<file path="src/ext_osc_regs.svh">
// Register offsets, field positions, reset values and timing counts of the clock selector.
`ifndef EXT_OSC_REGS_SVH
`define EXT_OSC_REGS_SVH

`define ECR_OFFSET 4'h0
`define CSR_OFFSET 4'h4
`define ICR_OFFSET 4'h8

`define ECR_VALID_BIT 7
`define ECR_MODE_LSB 4
`define ECR_FREQ_LSB 0
`define CSR_SEL_LSB 0
`define CSR_BUSY_BIT 4
`define CSR_ACT_LSB 5
`define ICR_EN_BIT 7

`define ECR_MODE_RST 3'h0
`define ECR_FREQ_RST 3'h0
`define CSR_SEL_RST 2'h0
`define ICR_EN_RST 1'h1

`define MODE_CMOS_DIV 3'h3
`define SEL_INT 2'h0
`define SEL_EXT 2'h1
`define SEL_MULT 2'h2

`define REF_CLK_PERIOD_NS 20
`define XTAL_WAIT_NS 1000000
`define XTAL_SETTLE_EDGES 256

`endif

</file>
<file path="src/ext_osc_pkg.sv">
// Types shared by the clock selector modules.
package ext_osc_pkg;
    typedef logic [1:0] src_idx_t;
    typedef enum logic [1:0] {SW_FOLLOW, SW_DRAIN, SW_PARK} sw_state_t;
endpackage

</file>
<file path="src/clk_switch_if.sv">
// Carrier between the register side and the glitch-free source switch.
`timescale 1ns/1ps
interface clk_switch_if;
    import ext_osc_pkg::*;
    src_idx_t req_sel;
    logic [2:0] src_lvl;
    logic sw_out;
    logic busy;
    src_idx_t active;
    modport ctrl (output req_sel, output src_lvl, input sw_out, input busy, input active);
    modport mux (input req_sel, input src_lvl, output sw_out, output busy, output active);
endinterface

</file>
<file path="src/sync_2ff.sv">
// Two-flop synchroniser for pin levels.
`timescale 1ns/1ps
module sync_2ff #(
    parameter int WIDTH = 1
) (
    input wire logic ref_clk,
    input wire logic rst,
    input wire logic [WIDTH-1:0] d,
    output logic [WIDTH-1:0] q
);
    logic [WIDTH-1:0] meta_ff;

    always_ff @(posedge ref_clk) begin
        if (rst) begin
            meta_ff <= '0;
            q <= '0;
        end else begin
            meta_ff <= d;
            q <= meta_ff;
        end
    end
endmodule

</file>
<file path="src/clk_glitch_free_mux.sv">
// Glitch-free selector of the sampled clock sources.
`timescale 1ns/1ps
module clk_glitch_free_mux
    import ext_osc_pkg::*;
(
    input wire logic ref_clk,
    input wire logic rst,
    clk_switch_if.mux sw
);
    sw_state_t state_ff;
    sw_state_t nxt_state;
    src_idx_t cur_ff;
    src_idx_t nxt_cur;
    logic out_ff;
    logic nxt_out;

    wire cur_lvl = sw.src_lvl[cur_ff];
    wire new_lvl = sw.src_lvl[sw.req_sel];

    // The old source is left only while it is low, and the new one is joined only while it is low,
    // so every high phase on the output is a whole phase of one source.
    always_comb begin
        nxt_state = state_ff;
        nxt_cur = cur_ff;
        nxt_out = 1'b0;
        unique case (state_ff)
            SW_FOLLOW: begin
                nxt_out = cur_lvl;
                if (sw.req_sel != cur_ff) begin
                    nxt_state = SW_DRAIN;
                end
            end
            SW_DRAIN: begin
                nxt_out = cur_lvl;
                if (!cur_lvl) begin
                    nxt_out = 1'b0;
                    nxt_state = SW_PARK;
                end
            end
            SW_PARK: begin
                if (!new_lvl) begin
                    nxt_cur = sw.req_sel;
                    nxt_state = SW_FOLLOW;
                end
            end
        endcase
    end

    always_ff @(posedge ref_clk) begin
        if (rst) begin
            state_ff <= SW_FOLLOW;
            cur_ff <= 2'h0;
            out_ff <= 1'b0;
        end else begin
            state_ff <= nxt_state;
            cur_ff <= nxt_cur;
            out_ff <= nxt_out;
        end
    end

    assign sw.sw_out = out_ff;
    assign sw.busy = (state_ff != SW_FOLLOW);
    assign sw.active = cur_ff;
endmodule

</file>
<file path="src/ext_osc_sysclk_select.sv">
// External oscillator control, crystal valid detection and system clock source selection.
`timescale 1ns/1ps
`include "ext_osc_regs.svh"
module ext_osc_sysclk_select
    import ext_osc_pkg::*;
#(
    parameter int XTAL_WAIT_CYCLES = (`XTAL_WAIT_NS + `REF_CLK_PERIOD_NS - 1) / `REF_CLK_PERIOD_NS,
    parameter int XTAL_SETTLE_EDGES = `XTAL_SETTLE_EDGES
) (
    input wire logic ref_clk,
    input wire logic rst,
    input wire logic [3:0] avs_address,
    input wire logic avs_read,
    input wire logic avs_write,
    input wire logic [31:0] avs_writedata,
    input wire logic [3:0] avs_byteenable,
    output logic [31:0] avs_readdata,
    output logic avs_waitrequest,
    input wire logic int_osc_clk_in,
    input wire logic crystal_pin_in,
    input wire logic mult_clk_in,
    output logic sysclk_out,
    output logic ext_clk_periph_out,
    output logic int_osc_en,
    output logic ext_osc_en,
    output logic crystal_amp_en,
    output logic [2:0] ext_osc_mode_sel,
    output logic [2:0] ext_osc_freq_ctrl,
    output logic [1:0] sysclk_active_src
);

    if (XTAL_WAIT_CYCLES < 1 || XTAL_WAIT_CYCLES > 20'hFFFFF) begin : g_bad_wait
        $error("XTAL_WAIT_CYCLES must lie in 1 to 1048575.");
    end
    if (XTAL_SETTLE_EDGES < 1 || XTAL_SETTLE_EDGES > 16'hFFFF) begin : g_bad_edges
        $error("XTAL_SETTLE_EDGES must lie in 1 to 65535.");
    end

    localparam logic [19:0] WAIT_LAST = XTAL_WAIT_CYCLES[19:0];
    localparam logic [15:0] EDGE_LAST = XTAL_SETTLE_EDGES[15:0];

    ////////////////////////////////////////////////////////////////////////////////
    // Register bus slave.

    logic ack_ff;
    logic [31:0] rdata_ff;
    logic [2:0] mode_ff;
    logic [2:0] freq_ff;
    logic [1:0] sel_ff;
    logic icr_en_ff;
    logic valid_ff;

    wire bus_req = avs_read | avs_write;
    wire bus_first = bus_req & ~ack_ff;
    wire wr_done = avs_write & ack_ff & avs_byteenable[0];
    wire hit_ecr = (avs_address == `ECR_OFFSET);
    wire hit_csr = (avs_address == `CSR_OFFSET);
    wire hit_icr = (avs_address == `ICR_OFFSET);
    wire ecr_wr = wr_done & hit_ecr;
    wire csr_wr = wr_done & hit_csr;
    wire icr_wr = wr_done & hit_icr;
    wire [2:0] wr_mode = avs_writedata[`ECR_MODE_LSB +: 3];
    wire [2:0] wr_freq = avs_writedata[`ECR_FREQ_LSB +: 3];
    wire [1:0] wr_sel = avs_writedata[`CSR_SEL_LSB +: 2];

    clk_switch_if sw ();

    wire [31:0] ecr_rd = {24'h000000, valid_ff, mode_ff, 1'b0, freq_ff};
    wire [31:0] csr_rd = {24'h000000, 1'b0, sw.active, sw.busy, 2'h0, sel_ff};
    wire [31:0] icr_rd = {24'h000000, icr_en_ff, 7'h00};
    wire [31:0] rd_mux = hit_ecr ? ecr_rd : hit_csr ? csr_rd : hit_icr ? icr_rd : 32'h00000000;

    // Every access costs one wait cycle; that fixed latency keeps read data registered.
    assign avs_waitrequest = bus_first;
    assign avs_readdata = rdata_ff;

    always_ff @(posedge ref_clk) begin
        if (rst) begin
            ack_ff <= 1'b0;
            rdata_ff <= 32'h00000000;
        end else begin
            ack_ff <= bus_first;
            if (bus_first && avs_read) begin
                rdata_ff <= rd_mux;
            end
        end
    end

    always_ff @(posedge ref_clk) begin
        if (rst) begin
            mode_ff <= `ECR_MODE_RST;
            freq_ff <= `ECR_FREQ_RST;
            sel_ff <= `CSR_SEL_RST;
            icr_en_ff <= `ICR_EN_RST;
        end else begin
            if (ecr_wr) begin
                mode_ff <= wr_mode;
                freq_ff <= wr_freq;
            end
            if (csr_wr) begin
                sel_ff <= wr_sel;
            end
            if (icr_wr) begin
                icr_en_ff <= avs_writedata[`ICR_EN_BIT];
            end
        end
    end

    ////////////////////////////////////////////////////////////////////////////////
    // Pin sampling and external oscillator path.

    logic [2:0] pin_sync;
    logic ext_prev_ff;
    logic div_ff;
    logic periph_ff;

    sync_2ff #(
        .WIDTH(3)
    ) u_pin_sync (
        .ref_clk(ref_clk),
        .rst(rst),
        .d({mult_clk_in, crystal_pin_in, int_osc_clk_in}),
        .q(pin_sync)
    );

    wire ext_enabled = (mode_ff[2:1] != 2'h0);
    wire is_xtal = (mode_ff[2:1] == 2'h3);
    wire is_div = (mode_ff[1:0] == 2'h3);
    wire ext_rise = ext_enabled & pin_sync[1] & ~ext_prev_ff;
    wire int_lvl = icr_en_ff & pin_sync[0];
    // RC, capacitor and CMOS modes pass their edges at once; only the crystal has a settle flag.
    wire ext_lvl = ext_enabled & (is_div ? div_ff : pin_sync[1]);

    always_ff @(posedge ref_clk) begin
        if (rst) begin
            ext_prev_ff <= 1'b0;
            div_ff <= 1'b0;
            periph_ff <= 1'b0;
        end else begin
            ext_prev_ff <= pin_sync[1];
            if (!ext_enabled || !is_div) begin
                div_ff <= 1'b0;
            end else if (ext_rise) begin
                div_ff <= ~div_ff;
            end
            periph_ff <= ext_lvl;
        end
    end

    ////////////////////////////////////////////////////////////////////////////////
    // Crystal valid detection.

    logic [19:0] wait_cnt_ff;
    logic [15:0] edge_cnt_ff;

    // Both the bias time and a run of real edges must pass; either alone could flag a crystal
    // that is still ringing up.
    wire xtal_restart = !is_xtal || (ecr_wr && wr_mode != mode_ff);
    wire wait_done = (wait_cnt_ff == WAIT_LAST);
    wire edges_done = (edge_cnt_ff == EDGE_LAST);

    always_ff @(posedge ref_clk) begin
        if (rst) begin
            wait_cnt_ff <= 20'h00000;
            edge_cnt_ff <= 16'h0000;
            valid_ff <= 1'b0;
        end else if (xtal_restart) begin
            wait_cnt_ff <= 20'h00000;
            edge_cnt_ff <= 16'h0000;
            valid_ff <= 1'b0;
        end else begin
            if (!wait_done) begin
                wait_cnt_ff <= wait_cnt_ff + 20'h00001;
            end
            if (ext_rise && !edges_done) begin
                edge_cnt_ff <= edge_cnt_ff + 16'h0001;
            end
            if (wait_done && edges_done) begin
                valid_ff <= 1'b1;
            end
        end
    end

    ////////////////////////////////////////////////////////////////////////////////
    // System clock source selection.

    // Only code 01 names the external source; code 11 falls back to the internal one.
    wire [1:0] req_idx = (sel_ff == `SEL_EXT) ? 2'h1 : (sel_ff == `SEL_MULT) ? 2'h2 : 2'h0;

    assign sw.req_sel = req_idx;
    assign sw.src_lvl = {pin_sync[2], ext_lvl, int_lvl};

    clk_glitch_free_mux u_switch (
        .ref_clk(ref_clk),
        .rst(rst),
        .sw(sw)
    );

    assign sysclk_out = sw.sw_out;
    assign sysclk_active_src = sw.active;
    assign ext_clk_periph_out = periph_ff;
    assign int_osc_en = icr_en_ff;
    assign ext_osc_en = ext_enabled;
    assign crystal_amp_en = is_xtal;
    assign ext_osc_mode_sel = mode_ff;
    assign ext_osc_freq_ctrl = freq_ff;
endmodule

</file>
<file path="config.mk">
export PLATFORM = sky130hd
export DESIGN_NAME = ext_osc_sysclk_select
export DESIGN_NICKNAME = d
export VERILOG_FILES = /design/src/ext_osc_pkg.sv /design/src/clk_switch_if.sv /design/src/sync_2ff.sv /design/src/clk_glitch_free_mux.sv /design/src/ext_osc_sysclk_select.sv
export VERILOG_INCLUDE_DIRS = /design/src
export SDC_FILE = /design/constraint.sdc
export NUM_CORES = 1
export LEC_CHECK = 0
export BUFFER_PORTS_ARGS = -buffer_cell sky130_fd_sc_hd__buf_2
export CAP_MARGIN = 40
export CORE_MARGIN = 2
export CORE_UTILIZATION = 56
export CTS_CLUSTER_DIAMETER = 120
export DETAILED_ROUTE_END_ITERATION = 10
export MAX_ROUTING_LAYER = met4
export PLACE_DENSITY = 0.86
export REMOVE_ABC_BUFFERS = 1
export SYNTH_ARGS = -nofsm -noshare
export SYNTH_HDL_FRONTEND = slang
export SYNTH_HIERARCHICAL = 1
export SYNTH_SLANG_ARGS = --single-unit
</file>
<file path="constraint.sdc">
create_clock -name ref_clk -period 4.9 [get_ports ref_clk]
set_input_delay 0.49 -clock ref_clk [delete_from_list [all_inputs] [get_ports ref_clk]]
set_output_delay 0.49 -clock ref_clk [all_outputs]
set_load 0.05 [all_outputs]
</file>
## Word-level counts from Yosys, hierarchy flattened

Index checks and enable logic that the tools add are counted.

| word-level totals | value |
|---|---|
| logic and storage cells | 85 |
| input bits | 47 |
| output and inout port bits | 46 |
| flip-flop bits (word level) | 93 |

| operators by class | value |
|---|---|
| muxes and demuxes | 16 |
| add/sub/neg operators | 2 |
| $lt $le $gt $ge | 2 |
| equal/unequal tests | 15 |
| reductions and logical operators | 18 |
| bitwise gates (word level) | 15 |

Operators with widths:

| kind | count |
|---|---|
| 2-to-1 mux 8 bit | 3 |
| adder 20 x 1 -> 20 bit, second input constant | 1 |
| equality test 20 x 16 -> 1 bit, second input constant | 1 |
| adder 16 x 1 -> 16 bit, second input constant | 1 |
| equality test 16 x 9 -> 1 bit, second input constant | 1 |
| AND 1 bit | 10 |
| 2-to-1 mux 2 bit | 5 |
| equality test 2 bit, second input constant | 4 |
| < comparator 2 x 3 -> 1 bit, second input constant | 2 |
| one-hot mux 2 bit (3 select lines) | 1 |
| binary-select mux 1 bit (select 2 bit) | 2 |
| equality test 2 x 1 -> 1 bit, second input constant | 2 |
| equality test 4 x 3 -> 1 bit, second input constant | 1 |
| equality test 4 bit, second input constant | 1 |
| logical AND 1 bit | 4 |
| logical NOT 1 bit | 4 |
| logical NOT 4 bit | 1 |
| 2-to-1 mux 1 bit | 4 |
| inequality test 2 bit, second input constant | 2 |
| NOT 1 bit | 4 |
| nonzero test 2 bit | 2 |
| OR reduction 2 bit | 2 |
| inequality test 3 bit | 1 |
| AND reduction 3 bit | 1 |
| other kinds (7) | 8 |

## Longest topological paths before layout

| depth | value |
|---|---|
| word-level depth | 7 |
| depth in mapped cells | 7 |
| depth with buffers taken out | 7 |

## Cells and area by module

Netlist, hierarchy kept.

Modules (own cells, without submodules):

| module | area each (sq um) | cells each | times used | sequential area each (sq um) |
|---|---|---|---|---|
| ext_osc_sysclk_select | 2,892.8 | 330 | 1 | 1,141.1 |
| clk_glitch_free_mux | 331.6 | 36 | 1 | 100.1 |
| sync_2ff | 157.7 | 12 | 1 | 120.1 |

## Worst setup path after synthesis

No wires, ideal clock.

| timing path | value |
|---|---|
| kind | register to register |
| start | reg mode_ff[0] (netlist: ext_osc_mode_sel[0]) |
| end | reg u_switch.state_ff[0] |
| setup slack | 2.575 ns |
| stages on the path, launching flop included | 8 |
| setup time | 0.123 ns |
| period minus slack after synthesis | 2.325 ns |
| arrival time | 2.201 ns |
| buffers on the path | 0 |
| data required time | 4.777 ns |
| path through | dfxtp_1 > mux2_2 > nand2_1 > o21ai_0 > mux2i_1 > o21ai_1 > a221oi_2 > mux2_1 |

| between the ends | value |
|---|---|
| cells in the longest elaborated chain, start to end | 7 |
| elaborated cells between the ends (all ways) | 10 |
| classes of those cells | eq/ne: 3; mux: 5; bitwise: 1; reduce/logical: 1 |

RTL lines:

| item | line | source |
|---|---|---|
| start, declared | ext_osc_sysclk_select.sv:47 | `logic [2:0] mode_ff;` |
| start signal, assigned | ext_osc_sysclk_select.sv:91 | `` mode_ff <= `ECR_MODE_RST; `` |
| start signal, assigned | ext_osc_sysclk_select.sv:97 | `mode_ff <= wr_mode;` |
| equality test 2 bit (*) | ext_osc_sysclk_select.sv:128 | `wire is_div = (mode_ff[1:0] == 2'h3);` |
| 2-to-1 mux 1 bit (*) | ext_osc_sysclk_select.sv:132 | `wire ext_lvl = ext_enabled & (is_div ? div_ff : pin_sync[1]);` |
| AND 1 bit (*) | ext_osc_sysclk_select.sv:132 |  |
| named net ext_lvl | ext_osc_sysclk_select.sv:132 |  |
| binary-select mux 1 bit (select 2 bit) (on tied branches) | clk_glitch_free_mux.sv:18, clk_glitch_free_mux.sv:17 |  |
| 2-to-1 mux 1 bit (on tied branches) | clk_glitch_free_mux.sv:18, clk_glitch_free_mux.sv:17 |  |
| inequality test 2 bit (no line) | - |  |
| AND reduction 3 bit (no line) (*) | - |  |
| end signal, assigned | clk_glitch_free_mux.sv:55 | `state_ff <= nxt_state;` |
| end, declared | clk_glitch_free_mux.sv:10 | `sw_state_t state_ff;` |

The timed path passes the listed nets; every way through them passes the cells marked *. The select of a mux whose other input is x is not followed.
A chain may end at the register's enable or synchronous reset.

## Worst setup path in the final report

| timing path | value |
|---|---|
| start | in avs_address[1] |
| end | reg wait_cnt_ff[19] |

| between the ends | value |
|---|---|
| cells in the longest elaborated chain, start to end | 5 |

RTL lines:

| item | line | source |
|---|---|---|
| start, declared | ext_osc_sysclk_select.sv:12 | `input wire logic [3:0] avs_address,` |
| logical NOT 4 bit (no line) | - |  |
| AND 1 bit | ext_osc_sysclk_select.sv:59 | `wire ecr_wr = wr_done & hit_ecr;` |
| logical AND 1 bit | ext_osc_sysclk_select.sv:158 | `wire xtal_restart = !is_xtal \|\| (ecr_wr && wr_mode != mode_ff);` |
| logical OR 1 bit | ext_osc_sysclk_select.sv:158 |  |
| OR reduction 2 bit (no line) | - |  |
| end signal, assigned | ext_osc_sysclk_select.sv:173 | `wait_cnt_ff <= wait_cnt_ff + 20'h00001;` |
| end, declared | ext_osc_sysclk_select.sv:153 | `logic [19:0] wait_cnt_ff;` |

Every way passes these cells.

==> results.yml <==
critical_path:
  reg2reg_to: "u_switch/state_ff[0]"
  crit_arrival_ns: 2.81
  r2r_slack_ns: 2.68
  cp-start-kind: "input pin"
  crit_type: "in2reg"
  critPathCaptureType: "flop"
  cp-startpoint: "avs_address[1]"
  reg2reg_from: "ext_osc_mode_sel[0]"
  critical_path.max_fanout: 19
  required_ns: 5.13
  reg2reg_depth: 7
sta:
  rsz0062_at_grt: "no"
  final.setup.worst_slack_ns: 2.314
  clock_skew_ns: 0.009147
  timing.hold.ws_ns: 0.3521
  fin_crit_sh_pct: 52.78
  tightest_slew_ns: 1.033
  drv_slew: 0
  finalHoldViolCount: 0
  fmax_ghz: 0.3866
  post-route-min-period_ns: 2.586
  setup-violations-final: 0
  slew_headroom_pct: 30.17
  finalSetupTns_ns: 0
pwr:
  powerDensity_nw_per_um2: 314.3
  p_total_mw: 1.189
  p_leak_nw: 1.343
  irDropWorstVdd_uv: 220.5
clocking:
  cts_setup_buffers: 0
  clockBufferDepth: 2
  cts_tree: "done"
  cts-buffers-inserted: 9
  root_buffer: "clkbuf_8"
  clock_latency_ns: 0.35
  clk_pin_slew_ns: 0.07
  htreeDepth: 3
  postCtsHoldBufs: 0
  cts_sinks: 68
  ctsResizeCount: 0
floorplan:
  die_w_um: 81.71
  initial_core_util_pct: 57.46
  coreArea_um2: 5886
  ioPinCount: 93
  row_count: 28
  die_y_um: 81.71
  die-area_um2: 6677
grt:
  grt-ovfl-total: 0
  grt_pass1_wl_um: 10960
  grt_max_degree: 35
  gr-usage-all-layers_pct: 21.92
  antenna_found_initial: 0
  grt_pass1_vias: 2419
cells_and_area:
  area_growth_pct: 11.84
  mostFrequentLayoutCells: "dfxtp_1 (68), nor2_1 (41), buf_2 (39)"
  final_core_util_pct: 64.26
  fin_area_um2: 3782
  layout_commonest_cell: "dfxtp_1"
  layout.cells.non_filler: 498
  nets: 473
  drive_gt1_share_pct: 17.02
  n_antenna_cell: 0
synth:
  syn_area_um2: 3382
  synthDistinctLibCells: 50
  netlist_instances: 378
  yosysWarningCount: 6
  ys_seq_area_share_pct: 40.25
  synth_edf_count: 0
  ys_seq_elements: 68
  synth_top_flop_cell: "dfxtp_1"
  synthArstFlopShare_pct: 0
  avgSynthCellArea_um2: 8.947
worst_hold_path:
  hold_path.startpoint: "int_osc_clk_in"
  min_path_type: "in2reg"
  hold_depth: 2
  min_to: "u_pin_sync/meta_ff[0]"
routing:
  vias: 2850
  drt-pass1-iter-count: 4
  via_per_inst: 5.723
  antenna_left: 0
  first_iter_violations: 145
  wire_per_inst_um: 14.04
  routed_wl_um: 6991
  drc: 0
placed_design:
  gp_congestion: 0.8050
  io_buffers: 39
  place_ws_ns: 1.978
  dp.cells: 482
  dp_hpwl_um: 4893
  dpl_cell_area_um2: 3557
outcome:
  status: "complete, no violations"
job:
  cap_viol_max_count: 0
## area by class of cell
cell class,instances,area [µm²]
clock buffers,10,137.6
clock inverters,6,87.58
fillers,490,2103
inverters,13,48.80
multi-input cells,285,1823
flip-flops and latches,68,1361
well taps,75,93.84
repair buffers,41,230.2
## registers in the layout, indices dropped and copies added (netlist names), 3 cells and up
| name | flops |
|---|---|
| ext_osc_freq_ctrl | 3 |
| wait_cnt_ff | 20 |
| u_pin_sync/q | 3 |
| ext_osc_mode_sel | 3 |
| u_pin_sync/meta_ff | 3 |
| avs_readdata | 7 |
| edge_cnt_ff | 16 |
## synthesized netlist by cell type (10+ instances only)
| cell | count | area (µm²) |
|---|---|---|
| dfxtp_1 | 68 | 1361 |
| nor2_1 | 41 | 153.9 |
| buf_4 | 26 | 195.2 |
| nand3_1 | 18 | 90.09 |
| a21oi_1 | 16 | 80.08 |
| xnor2_1 | 15 | 131.4 |
| nand2_1 | 14 | 52.55 |
| mux2i_1 | 13 | 130.1 |
| inv_1 | 12 | 45.04 |
| nor2b_1 | 11 | 68.82 |
| or4_1 | 11 | 82.58 |
| nor3_1 | 10 | 50.05 |
## layer usage
metal | vias up | routed length (µm) | global-route usage (%)
met5 | - | 0 | -
met4 | 0 | 127 | 9.500
met3 | 10 | 463 | 6.044
li1 | 1393 | - | -
met2 | 115 | 3398 | 34.67
met1 | 1332 | 3001 | 26.25
## worst max-delay path by stage
| stage | cells past startpoint | end |
|---|---|---|
| 4_1_cts | 6 | edge_cnt_ff[9] |
| 6_report | 6 | wait_cnt_ff[19] |
| 3_5_place_dp | 6 | wait_cnt_ff[19] |
| 3_3_place_gp | 6 | edge_cnt_ff[15] |
| 5_1_grt | 6 | edge_cnt_ff[2] |
| 2_1_floorplan | 4 | wait_cnt_ff[0] |
## worst max-delay path, cell delays in order
cell      delay, ns
buf_2          0.12
nor4_2         0.67
and4_1         0.60
a21o_1         0.65
buf_16         0.23
a211oi_2       0.05
## report_power, final
part | switching (mW) | total [mW] | internal (mW)
Combinational | 0.0885 | 0.113 | 0.0244
Sequential | 0.00559 | 0.567 | 0.561
Clock | 0.210 | 0.509 | 0.299
## cells by family after synthesis
kind of cell	share of synthesized area [%]
other	0.1109
AO/OA/AOI/OAI	11.73
adder cells (fa/ha/maj)	2.960
buffers and inverters	8.509
flip-flops	40.25
AND/OR/NAND/NOR	26.49
multiplexers	4.513
XOR/XNOR	5.439
Power figures use the tool's default switching activity.
